==> config.mk <==
export PLATFORM = sky130hd
export DESIGN_NAME = adcav_ctrl
export DESIGN_NICKNAME = d
export VERILOG_FILES = /design/src/inc/adcav_pkg.sv /design/src/adcav_ctrl.sv
export SDC_FILE = /design/constraint.sdc
export NUM_CORES = 1
export LEC_CHECK = 0
export BUFFER_PORTS_ARGS = -buffer_cell sky130_fd_sc_hd__buf_2
export CAP_MARGIN = 10
export CORE_MARGIN = 2
export CORE_UTILIZATION = 58
export CTS_CLUSTER_DIAMETER = 50
export DETAILED_ROUTE_END_ITERATION = 10
export PLACE_DENSITY = 0.81
export SKIP_CTS_REPAIR_TIMING = 1
export SYNTH_ARGS = -nofsm -noshare
export SYNTH_HDL_FRONTEND = slang
export SYNTH_SLANG_ARGS = --single-unit
==> constraint.sdc <==
create_clock -name clk_sys_in -period 3.8 [get_ports clk_sys_in]
set_clock_uncertainty 0.2 [all_clocks]
set_input_delay 0.76 -clock clk_sys_in [delete_from_list [all_inputs] [get_ports clk_sys_in]]
set_output_delay 0.76 -clock clk_sys_in [all_outputs]
set_load 0.01 [all_outputs]
==> src/inc/adcav_pkg.sv <==
/*
 * constants for the averaging converter control: write-item indices,
 * field positions, codes and timing counts.
 * assumes a 100 MHz system clock and a 12-bit conversion core.
 */
package adcav_pkg;
    localparam int CLK_PERIOD_NS = 10;
    localparam int STARTUP_TIME_NS = 1000;
    localparam int STARTUP_CYC = (STARTUP_TIME_NS + CLK_PERIOD_NS - 1) / CLK_PERIOD_NS;
    localparam int SYNC_STAGES = 2;

    localparam int REG_W = 16;
    localparam int ITEM_N = 10;
    localparam int IDX_INPUT_SELECT = 0;
    localparam int IDX_CONTROL_C = 1;
    localparam int IDX_AVERAGING = 2;
    localparam int IDX_SAMPLING_TIME = 3;
    localparam int IDX_WIN_LOWER = 4;
    localparam int IDX_WIN_UPPER = 5;
    localparam int IDX_GAIN_CORR = 6;
    localparam int IDX_OFFSET_CORR = 7;
    localparam int IDX_SW_TRIGGER = 8;
    localparam int IDX_MAIN_CONTROL = 9;

    localparam int MAIN_SOFT_RESET_BIT = 0;
    localparam int MAIN_ENABLE_BIT = 1;
    localparam int SOFTWARE_TRIGGER_REG_FLUSH_BIT = 0;
    localparam int SOFTWARE_TRIGGER_REG_START_BIT = 1;
    localparam int AVG_COUNT_LSB = 0;
    localparam int AVG_ADJ_LSB = 4;
    localparam int CONTROL_C_RES_LSB = 4;

    localparam logic [1:0] RES_SEL_AVERAGING = 2'h1;
    localparam logic [3:0] SAMPLE_SEL_MAX = 4'h5;
    localparam logic [3:0] SAMPLE_SEL_AUTO_SHIFT = 4'h5;
    localparam logic [15:0] REG_RESET_VALUE = 16'h0000;

    typedef enum logic [2:0] {
        ADCAV_IDLE = 3'b001,
        ADCAV_WAKE = 3'b010,
        ADCAV_CONV = 3'b100
    } adcav_state_type;
endpackage

==> src/adcav_ctrl.sv <==
/*
 * averaging converter control: staged register writes with busy bits,
 * event arbitration, on-request power and sample averaging.
 * assumes the conversion core pulses conv_done_in with conv_data_in,
 * and that all inputs are synchronous to clk_sys_in.
 */
// What this block does
// with averaging selected, the configured number of samples is summed, divided and stored as the result.
// sample count codes 0x0 to 0x5 select 1 to 32 samples, with a sum of up to 17 bits.
// division is the automatic shift plus the adjust shift, giving a 12-bit result.
// software programs the adjust field 0x0 to 0x4 to match the sample count.
// software selects the averaging resolution before averaging two or more samples.
// averaged results come at the raw conversion rate divided by the sample count.
// the result-ready flag is set when an averaged result reaches the result register.
// any enabled event acts, and flush beats start when both arrive together.
// enable off disables; the two standby bits choose run, on-request or stop in standby.
// on-request mode powers the analog part off after each conversion and waits the start-up time on wake.
// soft reset and enable writes take effect only after the write staging delay.
// writes to the listed registers take effect only after the write staging delay.
// each staged item shows a busy bit until its new value has taken effect.
`timescale 1ns/1ps
`default_nettype none
module adcav_ctrl
    import adcav_pkg::*;
#(
    parameter int RES_W      = 12,
    parameter int STAGES     = SYNC_STAGES,
    parameter int STARTUP    = STARTUP_CYC
) (
    input  wire logic                    clk_sys_in,
    input  wire logic                    rst_n_in,
    input  wire logic [ITEM_N-1:0]       wr_sel_in,
    input  wire logic [REG_W-1:0]        wr_data_in,
    input  wire logic                    keep_running_standby_in,
    input  wire logic                    on_request_clocking_in,
    input  wire logic                    standby_in,
    input  wire logic                    evt_start_in,
    input  wire logic                    evt_flush_in,
    input  wire logic                    conv_done_in,
    input  wire logic [RES_W-1:0]        conv_data_in,
    input  wire logic                    flag_clear_in,
    output logic [ITEM_N-1:0]            sync_busy_out,
    output logic [ITEM_N*REG_W-1:0]      applied_regs_out,
    output logic [RES_W-1:0]             result_out,
    output logic                         result_ready_flag_out,
    output logic                         conv_start_out,
    output logic                         analog_power_out
);
    localparam int SUM_W = RES_W + 5;
    localparam int CNT_W = $clog2(STAGES + 1);
    localparam int SU_W  = $clog2(STARTUP + 1);

    // refused at elaboration: the sum width assumes a 12-bit core
    if (RES_W != 12 || STAGES < 1 || STARTUP < 1) begin : g_param_check
        $error("adcav_ctrl: unsupported parameter values");
    end

    logic [ITEM_N*REG_W-1:0] hold_r;
    logic [ITEM_N*CNT_W-1:0] stage_cnt_r;
    logic [ITEM_N-1:0]       apply_now;
    adcav_state_type         state_r;
    logic [SU_W-1:0]         wake_cnt_r;
    logic [SUM_W-1:0]        sum_r;
    logic [5:0]              taken_r;

    function automatic logic [REG_W-1:0] item_of(input logic [ITEM_N*REG_W-1:0] v,
                                                 input int idx);
        item_of = v[idx*REG_W +: REG_W];
    endfunction

    // staging delay reached
    always_comb begin
        for (int i = 0; i < ITEM_N; i++) begin
            apply_now[i] = sync_busy_out[i] && !wr_sel_in[i]
                && (stage_cnt_r[i*CNT_W +: CNT_W] == CNT_W'(STAGES - 1));
        end
    end

    logic [REG_W-1:0] main_ctl;
    logic [REG_W-1:0] avg_ctl;
    logic [REG_W-1:0] ctrl_c;
    logic [REG_W-1:0] trig_hold;
    logic [REG_W-1:0] main_hold;
    logic             soft_rst;
    logic             enable;
    logic             run_ok;
    logic             avg_on;
    logic [3:0]       count_sel;
    logic [2:0]       adj_shift;
    logic [5:0]       n_samples;
    logic             start_req;
    logic             flush_req;

    always_comb begin
        main_ctl  = item_of(applied_regs_out, IDX_MAIN_CONTROL);
        avg_ctl   = item_of(applied_regs_out, IDX_AVERAGING);
        ctrl_c    = item_of(applied_regs_out, IDX_CONTROL_C);
        trig_hold = item_of(hold_r, IDX_SW_TRIGGER);
        main_hold = item_of(hold_r, IDX_MAIN_CONTROL);
        // soft reset acts on apply
        soft_rst  = apply_now[IDX_MAIN_CONTROL] && main_hold[MAIN_SOFT_RESET_BIT];
        enable    = main_ctl[MAIN_ENABLE_BIT];
        // standby behaviour
        run_ok    = enable && (!standby_in || keep_running_standby_in);
        // averaging needs resolution select
        avg_on    = ctrl_c[CONTROL_C_RES_LSB +: 2] == RES_SEL_AVERAGING;
        count_sel = avg_ctl[AVG_COUNT_LSB +: 4];
        adj_shift = avg_ctl[AVG_ADJ_LSB +: 3];
        // count decode, reserved codes clamp to the largest
        if (!avg_on) begin
            n_samples = 6'h01;
        end else if (count_sel > SAMPLE_SEL_MAX) begin
            n_samples = 6'h20;
        end else begin
            n_samples = 6'(6'h01 << count_sel);
        end
        // event sources, flush decided first
        flush_req = evt_flush_in || (apply_now[IDX_SW_TRIGGER] && trig_hold[SOFTWARE_TRIGGER_REG_FLUSH_BIT]);
        start_req = evt_start_in || (apply_now[IDX_SW_TRIGGER] && trig_hold[SOFTWARE_TRIGGER_REG_START_BIT]);
    end

    // busy per item
    always_ff @(posedge clk_sys_in or negedge rst_n_in) begin
        if (!rst_n_in) begin
            sync_busy_out <= '0;
            stage_cnt_r   <= '0;
            hold_r        <= '0;
        end else begin
            for (int i = 0; i < ITEM_N; i++) begin
                if (wr_sel_in[i]) begin
                    sync_busy_out[i]                <= 1'b1;
                    stage_cnt_r[i*CNT_W +: CNT_W]   <= '0;
                    hold_r[i*REG_W +: REG_W]        <= wr_data_in;
                end else if (apply_now[i]) begin
                    sync_busy_out[i] <= 1'b0;
                end else if (sync_busy_out[i]) begin
                    stage_cnt_r[i*CNT_W +: CNT_W] <= stage_cnt_r[i*CNT_W +: CNT_W] + 1'b1;
                end
            end
        end
    end

    // applied values; soft reset clears enable
    always_ff @(posedge clk_sys_in or negedge rst_n_in) begin
        if (!rst_n_in) begin
            applied_regs_out <= {ITEM_N{REG_RESET_VALUE}};
        end else if (soft_rst) begin
            applied_regs_out <= {ITEM_N{REG_RESET_VALUE}};
        end else begin
            for (int i = 0; i < ITEM_N; i++) begin
                if (apply_now[i]) begin
                    applied_regs_out[i*REG_W +: REG_W] <= hold_r[i*REG_W +: REG_W];
                end
            end
            // trigger bits are strobes, never held
            applied_regs_out[IDX_SW_TRIGGER*REG_W +: REG_W] <= REG_RESET_VALUE;
        end
    end

    // conversion sequencing
    always_ff @(posedge clk_sys_in or negedge rst_n_in) begin
        if (!rst_n_in) begin
            state_r          <= ADCAV_IDLE;
            wake_cnt_r       <= '0;
            conv_start_out   <= 1'b0;
            analog_power_out <= 1'b0;
        end else begin
            conv_start_out <= 1'b0;
            if (soft_rst || !run_ok || flush_req) begin
                state_r          <= ADCAV_IDLE;
                analog_power_out <= run_ok && !on_request_clocking_in;
            end else begin
                case (state_r)
                    ADCAV_IDLE: begin
                        analog_power_out <= analog_power_out || !on_request_clocking_in;
                        if (start_req) begin
                            if (analog_power_out) begin
                                conv_start_out <= 1'b1;
                                state_r        <= ADCAV_CONV;
                            end else begin
                                // start-up time only after power-off
                                analog_power_out <= 1'b1;
                                wake_cnt_r       <= '0;
                                state_r          <= ADCAV_WAKE;
                            end
                        end
                    end
                    ADCAV_WAKE: begin
                        if (wake_cnt_r == SU_W'(STARTUP - 1)) begin
                            conv_start_out <= 1'b1;
                            state_r        <= ADCAV_CONV;
                        end else begin
                            wake_cnt_r <= wake_cnt_r + 1'b1;
                        end
                    end
                    ADCAV_CONV: begin
                        if (conv_done_in) begin
                            state_r <= ADCAV_IDLE;
                            if (on_request_clocking_in) begin
                                analog_power_out <= 1'b0;
                            end
                        end
                    end
                    default: state_r <= ADCAV_IDLE;
                endcase
            end
        end
    end

    logic [SUM_W-1:0] sum_next;
    logic             last_sample;
    logic [SUM_W-1:0] shifted;

    always_comb begin
        sum_next    = sum_r + SUM_W'(conv_data_in);
        last_sample = (taken_r + 6'h01) == n_samples;
        // automatic shift then adjust shift
        // shifts only with averaging on, so single samples pass unscaled
        shifted     = sum_next >> ((avg_on && count_sel >= SAMPLE_SEL_AUTO_SHIFT) ? 1 : 0);
        shifted     = avg_on ? (shifted >> adj_shift) : shifted;
    end

    // accumulate and divide
    always_ff @(posedge clk_sys_in or negedge rst_n_in) begin
        if (!rst_n_in) begin
            sum_r      <= '0;
            taken_r    <= '0;
            result_out <= '0;
        end else if (soft_rst || flush_req) begin
            sum_r   <= '0;
            taken_r <= '0;
        end else if (conv_done_in && state_r == ADCAV_CONV) begin
            if (last_sample) begin
                sum_r      <= '0;
                taken_r    <= '0;
                result_out <= shifted[RES_W-1:0];
            end else begin
                sum_r   <= sum_next;
                taken_r <= taken_r + 6'h01;
            end
        end
    end

    // ready flag, set beats flag_clear_in, soft reset beats set
    always_ff @(posedge clk_sys_in or negedge rst_n_in) begin
        if (!rst_n_in) begin
            result_ready_flag_out <= 1'b0;
        end else if (conv_done_in && state_r == ADCAV_CONV && last_sample && !flush_req
                     && !soft_rst) begin
            result_ready_flag_out <= 1'b1;
        end else if (flag_clear_in || soft_rst) begin
            result_ready_flag_out <= 1'b0;
        end
    end
endmodule
`default_nettype wire

==> results of run 1 <==
-- stage by stage --
step,area [sq um],worst slack (ns),total power [mW],hold slack (ns)
floorplan,16700,0.299,8.14,0.254
global placement,18200,-0.00321,9.72,0.262
detailed placement,18200,-0.0153,9.90,0.269
CTS,19600,0.338,13.9,0.0277
global route,19600,0.0686,14.7,0.0445
finish,19600,0.305,13.9,0.0131
-- cells by family (layout without fill, tap and decap cells) --
family,Yosys count,count (layout),share of synthesized area (%)
other,1,16,0.0225
AND/OR/NAND/NOR,565,565,14.8
multiplexers,158,158,10.7
adder cells (fa/ha/maj),25,25,1.93
AO/OA/AOI/OAI,340,340,12.4
XOR/XNOR,23,23,1.21
buffers and inverters,138,372,3.62
flip-flops,368,368,55.4
-- power by group through the flow --
stage / clock, mW / combinational (mW) / sequential [mW]
after floorplan: 0 / 2.24 / 5.90
after global placement: 0 / 4.02 / 5.69
after detailed placement: 0 / 4.16 / 5.73
after CTS: 4.02 / 4.22 / 5.70
after global routing: 4.20 / 4.66 / 5.82
final: 3.99 / 4.23 / 5.72
-- layout by cell type, fill, tap and decap left out, drive strengths merged, types with 9 or more instances in the layout --
cell type	instances
dfrtp	367
xnor2	15
or2	19
o21ai	57
nand4	10
nand2b	11
nor2	87
conb	16
ha	24
nor3	23
buf	273
clkinv	9
inv	29
mux2	155
nor2b	15
a211oi	25
nand3	17
a21oi	170
a22o	11
nand2	342
clkbuf	58
-- layout make-up --
type	count	area, sq um
multi-input combinational	1127	6890
inverter	28	105
fill	2106	8860
timing repair buffer	273	1560
sequential	368	9210
tap	384	480
clock inverter	13	199
clock buffer	58	1170
-- worst max-delay path, delay by kind of cell (launching register included) --
family	cells	cell delay (ns)
flops	1	0.49
simple gates	5	1.62
fa+ha+maj	1	0.26
compound gates	3	0.76
buf+inv	1	0.10
-- registers in the layout, summed over array words and instances, names as in the netlist, 3 cells and up --
name,flops
applied_regs_out,144
hold_r,146
result_out,12
stage_cnt_r,20
state_r,3
sum_r,17
sync_busy_out,10
taken_r,6
wake_cnt_r,7
-- per-layer routing --
metal | share of wire [%] | vias up
met5 | 0.011 | -
met4 | 3.9 | 2
met3 | 7.8 | 115
met2 | 48 | 505
met1 | 40 | 6556
li1 | - | 6006
-- worst max path at each step --
stage | slack (ns) | cells after the start | endpoint | start
2_1_floorplan | 0.30 | 12 | result_out[7]$_DFFE_PN0P_ | conv_data_in[0]
3_3_place_gp | -0.003 | 14 | result_out[11]$_DFFE_PN0P_ | conv_data_in[0]
3_5_place_dp | -0.02 | 14 | result_out[6]$_DFFE_PN0P_ | conv_data_in[0]
4_1_cts | 0.34 | 10 | result_out[7]$_DFFE_PN0P_ | taken_r[0]$_DFFE_PN0P_
5_1_grt | 0.07 | 13 | result_out[6]$_DFFE_PN0P_ | sum_r[0]$_DFFE_PN0P_
6_report | 0.31 | 10 | result_out[7]$_DFFE_PN0P_ | taken_r[0]$_DFFE_PN0P_
==> summary.txt, run 1 <==
Yosys
  • Synth top area share: 55.2%
  • Post-synth EDFFs: 0
  • Post-synthesis register bit count: 368
  • Count of cell types in the netlist: 75
  • Synth area leader: dfrtp_1
  • Synth Flop Type: dfrtp_1
  • Async SR Flop Fraction: 100%
  • Mapped Cells: 1618
  • Syn_area_per_cell: 10.3 sq um
  • YS warnings: 0
  • Mapped cell area: 16600 sq um
  • Most frequent cell after synthesis: dfrtp_1
  • Top post-synthesis cells by area: dfrtp_1, mux2_2, nand2_1
  • Sequential area share after synthesis: 55.4%
  • Most frequent cells after synthesis: dfrtp_1, nand2_1, a21oi_1

Worst setup path
  • Critical Path Fanout Max: 9
  • Worst r2r src: taken_r[0]$_DFFE_PN0P_
  • FF-to-FF path depth: 10
  • Crit path cell chain: ha_1, inv_1, a311o_1, and3_1, o41a_1, or4_4, or2_1, nor2_2, or4b_1, o311ai_1
  • Critical path startpoint category: flop
  • Worst path required time: 4.04 ns
  • Capturing point of the worst reg2reg path: result_out[7]$_DFFE_PN0P_
  • Crit path capture type: flop
  • Flop-to-flop setup slack: 0.31 ns
  • Crit path largest cell delay: 0.51 ns
  • CP max-delay cell: or4_4
  • Crit Path Class: flop to flop
  • Critical path arrival: 3.73 ns

Global route
  • Met1 Track Usage GR: 38.8%
  • Overall Global Routing Usage: 30.1%
  • Initial antenna violation count: 1
  • Total grt overflow: 0
  • First-pass GRT wire length: 71700 um
  • Pin count of the biggest net entering global routing: 83
  • Vias in the first global route: 13243
  • Met2 usage: 48.9%
  • GR peak layer: met2
  • Grt met3 use: 7.68%

Timing
  • Fmax: 0.286 GHz
  • Final worst-path cycle share: 92.0%
  • Final Critical Period: 3.49 ns
  • Final hold violation count: 0
  • # setup viols final: 0
  • RSZ-0062 raised after global routing: false
  • Max Slew Vio Count: 0
  • Sum Neg Setup Slack: 0 ns
  • Slew HR: 21.7%
  • Least-Margin Pin Slew: 1.17 ns

Run
  • Max Cap Violations: 0

Floorplan
  • Std-Cell Rows: 62
  • Die width: 173 um
  • Io pins: 232
  • DIE AREA: 30100 sq um
  • Starting Density: 58.4%
  • Core area: 28500 sq um
  • Die H: 173 um

Layout
  • Final std cells w/o fill: 2251
  • Fraction of layout cells with a size suffix above 1: 27.7%
  • N_diodes: 0
  • Core Util, Final: 68.9%
  • Area Growth Syn to Fin: 17.9%
  • Nets@finish: 1909

Route
  • DR pass1 iterations: 5
  • Via count: 13184
  • Post-route DRC: 0
  • Final ANT Viol Nets: 0
  • Post-Route WL: 45200 um
  • Routed len/inst: 20.1 um
  • Via density: 5.86
  • Initial DRC count: 1153

CTS
  • CTS tree: done
  • Num CTS Buffers: 39
  • # clock sinks: 368
  • Clk root buf: clkbuf_16
  • Reg clk slew, reported paths: 0.06 ns
  • CTS Buffer Depth: 3
  • Worst-Skew Late Latency: 0.55 ns
  • H-tree levels: 2

Hold path
  • Min-delay worst type: primary input to async pin

Place
  • GP Congestion: 0.888
  • I/O Buffers: 215
  • Dpl cells: 2180
  • Final HPWL DP: 29200 um

Pwr
  • P_int: 9.01 mW
  • Gate power share: 30.3%
  • Net Sw Frac: 35.3%
  • LEAKAGE: 9.11 nW
  • Sw Pwr: 4.93 mW
  • Worst IR drop on VDD: 0.537 mV
  • Cell Pwr Density: 710 nW/um^2
  • Clock power frac: 28.6%
  • Reg power frac: 41.0%

Run status
  • Status: finished, final reports clean
Power figures use the tool's default switching activity.
==> run 2, diff against run 1 <==
--- a/config.mk
+++ b/config.mk
@@ -5,13 +5,14 @@
 export SDC_FILE = /design/constraint.sdc
 export NUM_CORES = 1
 export LEC_CHECK = 0
-export BUFFER_PORTS_ARGS = -buffer_cell sky130_fd_sc_hd__buf_2
 export CAP_MARGIN = 10
 export CORE_MARGIN = 2
-export CORE_UTILIZATION = 58
+export CORE_UTILIZATION = 60
+export CTS_BUF_LIST = sky130_fd_sc_hd__clkbuf_8
 export CTS_CLUSTER_DIAMETER = 50
 export DETAILED_ROUTE_END_ITERATION = 10
-export PLACE_DENSITY = 0.81
+export DONT_BUFFER_PORTS = 1
+export PLACE_DENSITY = 0.76
 export SKIP_CTS_REPAIR_TIMING = 1
 export SYNTH_ARGS = -nofsm -noshare
 export SYNTH_HDL_FRONTEND = slang
==> run 2 against run 1 <==
  * The flow now finishes with violations (hold timing)
  * Via count down 8.0%
  * First-iteration DRC count shrank 15%
  * Setup slack got worse by 0.014 ns
  * Global-route usage shrank 1.3 points
  * Clock power shrank 17%
  * Critical path depth increased by 2
  * Sequential share of layout area up 3.7 points
  * Non-clock buffer count decreased by 230
  * Critical endpoint unchanged
  * Highest routed layer is now met4
==> summary.txt, run 2 (same netlist as run 1, synthesis figures left out) <==
Layout
  • Most common cell after layout, fill and taps aside: dfrtp_1
  • Most frequent cells in the layout: dfrtp_1, nand2_1, a21oi_1
  • Core Util, Final: 67.1% (-1.8 points)
  • Fill cells: 2122 (+0.76%)
  • N_diodes: 0 (unchanged)
  • Area Growth Syn to Fin: 9.26%
  • Nets@finish: 1698 (-11%)
  • Fraction of layout cells with a size suffix above 1: 17.8% (-9.9 points)
  • Biggest regs: hold_r x146, applied_regs_out x144, stage_cnt_r x20
  • Max FFs per register: 146 (unchanged)
  • Top reg by flops: hold_r

Worst setup path
  • Worst path required time: 4.06 ns (+0.02 ns)
  • Crit path capture type: flop
  • Crit Path Class: flop to flop
  • Critical path startpoint category: flop
  • Critical path arrival: 3.77 ns (+0.04 ns)
  • Critical Path Fanout Max: 4 (-5)

Place
  • GP Congestion: 0.879 (-1.0%)
  • I/O Buffers: 0 (-100%)
  • Final HPWL DP: 27000 um (-7.7%)

CTS
  • H-tree levels: 2 (unchanged)
  • Clk root buf: clkbuf_8
  • CTS tree: done
  • Worst-Skew Late Latency: 0.60 ns (+0.05 ns)
  • Reg clk slew, reported paths: 0.06 ns (about the same)
  • # clock sinks: 368 (unchanged)
  • Num CTS Buffers: 58 (+49%)
  • CTS Buffer Depth: 3 (unchanged)

Timing
  • Least-Margin Pin Slew: 1.20 ns (+0.0294 ns)
  • Final hold violation count: 368 (+368)
  • Hold Slack: -0.329 ns (-0.342 ns)
  • Slew HR: 19.7% (-2.0 points)
  • RSZ-0062 raised after global routing: false
  • # setup viols final: 0 (unchanged)
  • Max Slew Vio Count: 0 (unchanged)
  • Final worst-path cycle share: 92.3% (+0.36 points)
  • Sum Neg Setup Slack: 0 ns (unchanged)
  • Final Critical Period: 3.51 ns (+0.0138 ns)
  • Fmax: 0.285 GHz (-0.39%)

Hold path
  • Min-delay worst type: primary input to async pin

Route
  • DR pass1 iterations: 5 (unchanged)
  • Post-route DRC: 0 (unchanged)
  • Via density: 5.95 (+1.5%)
  • Via count: 12126 (-8.0%)
  • Post-Route WL: 41700 um (-7.8%)
  • Routed len/inst: 20.4 um (+1.8%)
  • Final ANT Viol Nets: 0 (unchanged)
  • Initial DRC count: 983 (-15%)

Floorplan
  • DIE AREA: 29100 sq um (-3.3%)
  • Io pins: 232 (unchanged)
  • Starting Density: 61.4% (+3.0 points)
  • Die H: 171 um (-1.6%)
  • Std-Cell Rows: 60 (-3.2%)
  • Die width: 171 um (-1.6%)
  • Core area: 27100 sq um (-4.8%)

Pwr
  • P_int: 7.92 mW (-12%)
  • Gate power share: 22.3% (-8.0 points)
  • Reg power frac: 50.8% (+9.8 points)
  • Net Sw Frac: 35.8% (+0.44 points)
  • LEAKAGE: 8.05 nW (-12%)
  • Sw Pwr: 4.41 mW (-10%)
  • Worst IR drop on VDD: 0.498 mV (-7.3%)
  • Cell Pwr Density: 678 nW/um^2 (-4.6%)
  • Clock power frac: 27.0% (-1.6 points)

Global route
  • Vias in the first global route: 12064 (-8.9%)
  • First-pass GRT wire length: 65400 um (-8.8%)
  • Pin count of the biggest net entering global routing: 369 (+340%)
  • Overall Global Routing Usage: 28.9% (-1.3 points)
  • Total grt overflow: 0 (unchanged)
  • Initial antenna violation count: 0 (-1)

Run status
  • Status: complete, but fails checks
  • Violated checks: hold timing

Run
  • Max Cap Violations: 0 (unchanged)
[run 2: cell count changes in the layout (fill, tap and decap cells not counted), moves of 2 or more]
cell	change
clkbuf_1	-8
clkbuf_8	+63
buf_4	-21
buf_12	-3
inv_1	+19
bufinv_16	-2
buf_2	-214
clkbuf_16	-40
dlygate4sd3_1	+9
[run 2: metal layers]
layer | global-route usage (%) | share of wire [%]
met1 | 37.6 | 41
met3 | 9.37 | 8.7
met4 | 10.1 | 2.9
met2 | 45.7 | 47
met5 | 0 | 0
[run 2: area by class of cell]
type                       instances  area (sq um)  share of cell area, %
sequential                       368          9210                   50.7
inverter                          28           105                  0.578
clock buffer                      73          1000                   5.53
timing repair buffer              43           345                   1.90
clock inverter                    28           159                  0.874
multi-input combinational       1127          6890                   37.9
tap                              372           465                   2.56
[run 2: worst paths after layout]
| check | startpoint | endpoint | slack (ns) | cells past startpoint |
|---|---|---|---|---|
| worst max register to register | sum_r[0]$_DFFE_PN0P_ | result_out[7]$_DFFE_PN0P_ | 0.29 | 12 |
| worst min register to register | sum_r[7]$_DFFE_PN0P_ | sum_r[7]$_DFFE_PN0P_ | 0.29 | 2 |
| worst min-delay path | rst_n_in | sync_busy_out[7]$_DFFE_PN0P_ | -0.33 | 0 |
| worst max-delay path | sum_r[0]$_DFFE_PN0P_ | result_out[7]$_DFFE_PN0P_ | 0.29 | 12 |
| min in group clk_sys_in | wr_sel_in[6] | stage_cnt_r[13]$_DFFE_PN0P_ | 0.03 | 1 |
| max in group asynchronous | rst_n_in | result_out[8]$_DFFE_PN0P_ | 3.20 | 0 |
[run 2: power groups by stage]
stage	Clock (mW)	Combinational [mW]	Sequential [mW]
floorplan	0	2.24	5.90
global placement	0	2.60	6.29
detailed placement	0	2.72	6.33
CTS	3.38	2.73	6.28
global route	3.55	3.11	6.39
finish	3.32	2.74	6.26
[run 2: through the flow]
step / power [mW] / std cells / instance area, sq um / setup WS [ns] / hold slack, ns
global placement: 8.89 / 1929 / 16900 / 0.0263 / 0.273
finish: 12.3 / 2039 / 18200 / 0.292 / -0.329
global route: 13.0 / 2039 / 18200 / 0.0747 / -0.374
CTS: 12.4 / 2030 / 18100 / 0.361 / -0.365
floorplan: 8.14 / 1633 / 16700 / 0.299 / 0.254
detailed placement: 9.05 / 1929 / 16900 / -0.0221 / 0.277
[run 2: critical path: stages (launching register included)]
cell	delay, ns
dfrtp_1	0.35
ha_1	0.20
inv_1	0.07
fa_1	0.39
nand2b_1	0.19
a21o_1	0.20
a21boi_0	0.32
o2111ai_1	0.20
xor2_1	0.32
mux2_2	0.27
a211oi_1	0.09
nor4_1	0.45
o311ai_1	0.12
==> run 3, diff against run 2 <==
--- a/config.mk
+++ b/config.mk
@@ -13,6 +13,7 @@
 export DETAILED_ROUTE_END_ITERATION = 10
 export DONT_BUFFER_PORTS = 1
 export PLACE_DENSITY = 0.76
+export RECOVER_POWER = 100
 export SKIP_CTS_REPAIR_TIMING = 1
 export SYNTH_ARGS = -nofsm -noshare
 export SYNTH_HDL_FRONTEND = slang
==> run 3 against run 2 <==
  * The run still ends with hold timing left
  * Cell area decreased by 0.28%
  * Clock-buffer cell count unchanged
  * Cell count unchanged
  * Sequential share of layout area increased by 0.14 points
  * Wire length increased by 0.14%
==> summary.txt, run 3 (same netlist as run 1, synthesis figures left out) <==
Run status
  • Status: complete, but fails checks
  • Violated checks: hold timing

Route
  • Initial DRC count: 976 (-0.71%)
  • Via count: 12099 (-0.22%)
  • Routed len/inst: 20.5 um (+0.14%)
  • Final ANT Viol Nets: 0 (unchanged)
  • DR pass1 iterations: 5 (unchanged)
  • Post-route DRC: 0 (unchanged)
  • Post-Route WL: 41700 um (+0.14%)
  • Via density: 5.93 (-0.22%)

Worst setup path
  • Worst path required time: 4.09 ns (+0.03 ns)
  • Delay-heaviest family, CP: simple AND/OR/NAND/NOR gates
  • CP max-delay cell: or4_4
  • Critical path arrival: 3.82 ns (+0.05 ns)
  • Critical Path Fanout Max: 9 (+5)
  • Crit path cell chain: clkbuf_1, nor3b_1, a31oi_1, o41a_1, or4_4, or2_1, nor2_2, or4b_1, o311ai_1
  • Crit path buffers/inverters: 1 (unchanged)
  • Crit path largest cell delay: 0.50 ns (+0.05 ns)
  • Crit Path Class: flop to flop
  • Crit path capture type: flop
  • Critical path startpoint category: flop

Timing
  • Max Slew Vio Count: 0 (unchanged)
  • RSZ-0062 raised after global routing: false
  • Final worst-path cycle share: 92.9% (+0.56 points)
  • Slew HR: 7.98% (-12 points)
  • # setup viols final: 0 (unchanged)
  • Least-Margin Pin Slew: 1.38 ns (+0.180 ns)
  • Fmax: 0.283 GHz (-0.60%)
  • Sum Neg Setup Slack: 0 ns (unchanged)
  • Hold Slack: -0.324 ns (+0.00508 ns)
  • Final Critical Period: 3.53 ns (+0.0213 ns)
  • Final hold violation count: 368 (unchanged)

Layout
  • Core Util, Final: 66.9% (-0.19 points)
  • Nets@finish: 1698 (unchanged)
  • Most frequent cells in the layout: dfrtp_1, nand2_1, a21oi_1
  • Final std cells w/o fill: 2039 (unchanged)
  • Biggest regs: hold_r x146, applied_regs_out x144, stage_cnt_r x20
  • N_diodes: 0 (unchanged)
  • Area Growth Syn to Fin: 8.96%
  • Max FFs per register: 146 (unchanged)
  • Final instance area: 18100 sq um (-0.28%)
  • Most common cell after layout, fill and taps aside: dfrtp_1
  • Fraction of layout cells with a size suffix above 1: 16.9% (-0.90 points)
  • Top reg by flops: hold_r

CTS
  • Clk root buf: clkbuf_8
  • Num CTS Buffers: 58 (unchanged)
  • CTS Buffer Depth: 3 (unchanged)
  • Worst-Skew Late Latency: 0.60 ns (about the same)
  • CTS tree: done
  • Reg clk slew, reported paths: 0.06 ns (about the same)
  • # clock sinks: 368 (unchanged)
  • H-tree levels: 2 (unchanged)

Floorplan
  • Die H: 171 um (unchanged)
  • Starting Density: 61.4% (unchanged)
  • Core area: 27100 sq um (unchanged)
  • DIE AREA: 29100 sq um (unchanged)
  • Die width: 171 um (unchanged)
  • Io pins: 232 (unchanged)
  • Std-Cell Rows: 60 (unchanged)

Place
  • Area after DPL: 16900 sq um (unchanged)
  • I/O Buffers: 0 (unchanged)
  • Final HPWL DP: 27000 um (unchanged)
  • GP Congestion: 0.879 (unchanged)
  • Dpl cells: 1929 (unchanged)

Hold path
  • Min-delay worst type: primary input to async pin

Global route
  • Overall Global Routing Usage: 28.9% (unchanged)
  • Pin count of the biggest net entering global routing: 369 (unchanged)
  • Initial antenna violation count: 0 (unchanged)
  • Total grt overflow: 0 (unchanged)
  • Vias in the first global route: 12064 (unchanged)
  • First-pass GRT wire length: 65400 um (unchanged)

Pwr
  • Total power: 12.3 mW (-0.32%)
  • LEAKAGE: 8.00 nW (-0.58%)
  • Worst IR drop on VDD: 0.500 mV (+0.33%)
  • Cell Pwr Density: 678 nW/um^2 (about the same)

Run
  • Max Cap Violations: 0 (unchanged)
==> run 3: area by class of cell <==
| class | count | area [sq um] |
|---|---|---|
| repair buffers | 43 | 302 |
| flip-flops and latches | 368 | 9210 |
| well taps | 372 | 465 |
| multi-input cells | 1127 | 6880 |
| clock buffers | 73 | 1000 |
| fillers | 2137 | 8970 |
| clock inverters | 28 | 159 |
| inverters | 28 | 105 |
==> run 3: worst paths after layout <==
kind / endpoint / slack [ns] / start / cells after the start
setup / recovery: result_out[7]$_DFFE_PN0P_ / 0.27 / applied_regs_out[20]$_DFFE_PN0P_ / 9
hold / removal: sync_busy_out[7]$_DFFE_PN0P_ / -0.32 / rst_n_in / 0
setup reg to reg: result_out[7]$_DFFE_PN0P_ / 0.27 / applied_regs_out[20]$_DFFE_PN0P_ / 9
hold reg to reg: applied_regs_out[37]$_DFFE_PN0P_ / 0.29 / hold_r[37]$_DFFE_PN0P_ / 2
max in group asynchronous: hold_r[0]$_DFFE_PN0P_ / 2.97 / rst_n_in / 0
min in group clk_sys_in: stage_cnt_r[13]$_DFFE_PN0P_ / 0.03 / wr_sel_in[6] / 1
==> run 3: power breakdown <==
group          internal [mW]  switching (mW)
clock network           1.79            1.53
registers               4.95            1.31
logic                   1.14            1.56
total                   7.89            4.40
==> run 3: worst register-to-register path: stages (launching register included) <==
cell      delay [ns]
dfrtp_1         0.33
clkbuf_1        0.31
nor3b_1         0.40
a31oi_1         0.16
o41a_1          0.46
or4_4           0.50
or2_1           0.39
nor2_2          0.12
or4b_1          0.45
o311ai_1        0.10
==> run 3: stage by stage <==
stage	setup WS (ns)	hold slack [ns]
floorplan	0.299	0.254
global placement	0.0263	0.273
detailed placement	-0.0221	0.277
CTS	0.361	-0.365
global route	0.0663	-0.374
finish	0.270	-0.324
==> run 3: metal layers <==
| metal | part of all wire, % | track usage, % | routed length (um) |
|---|---|---|---|
| met5 | 0 | 0 | 0 |
| met4 | 3.0 | 10.1 | 1230 |
| met3 | 8.6 | 9.37 | 3600 |
| met2 | 47 | 45.7 | 19700 |
| met1 | 41 | 37.6 | 17200 |
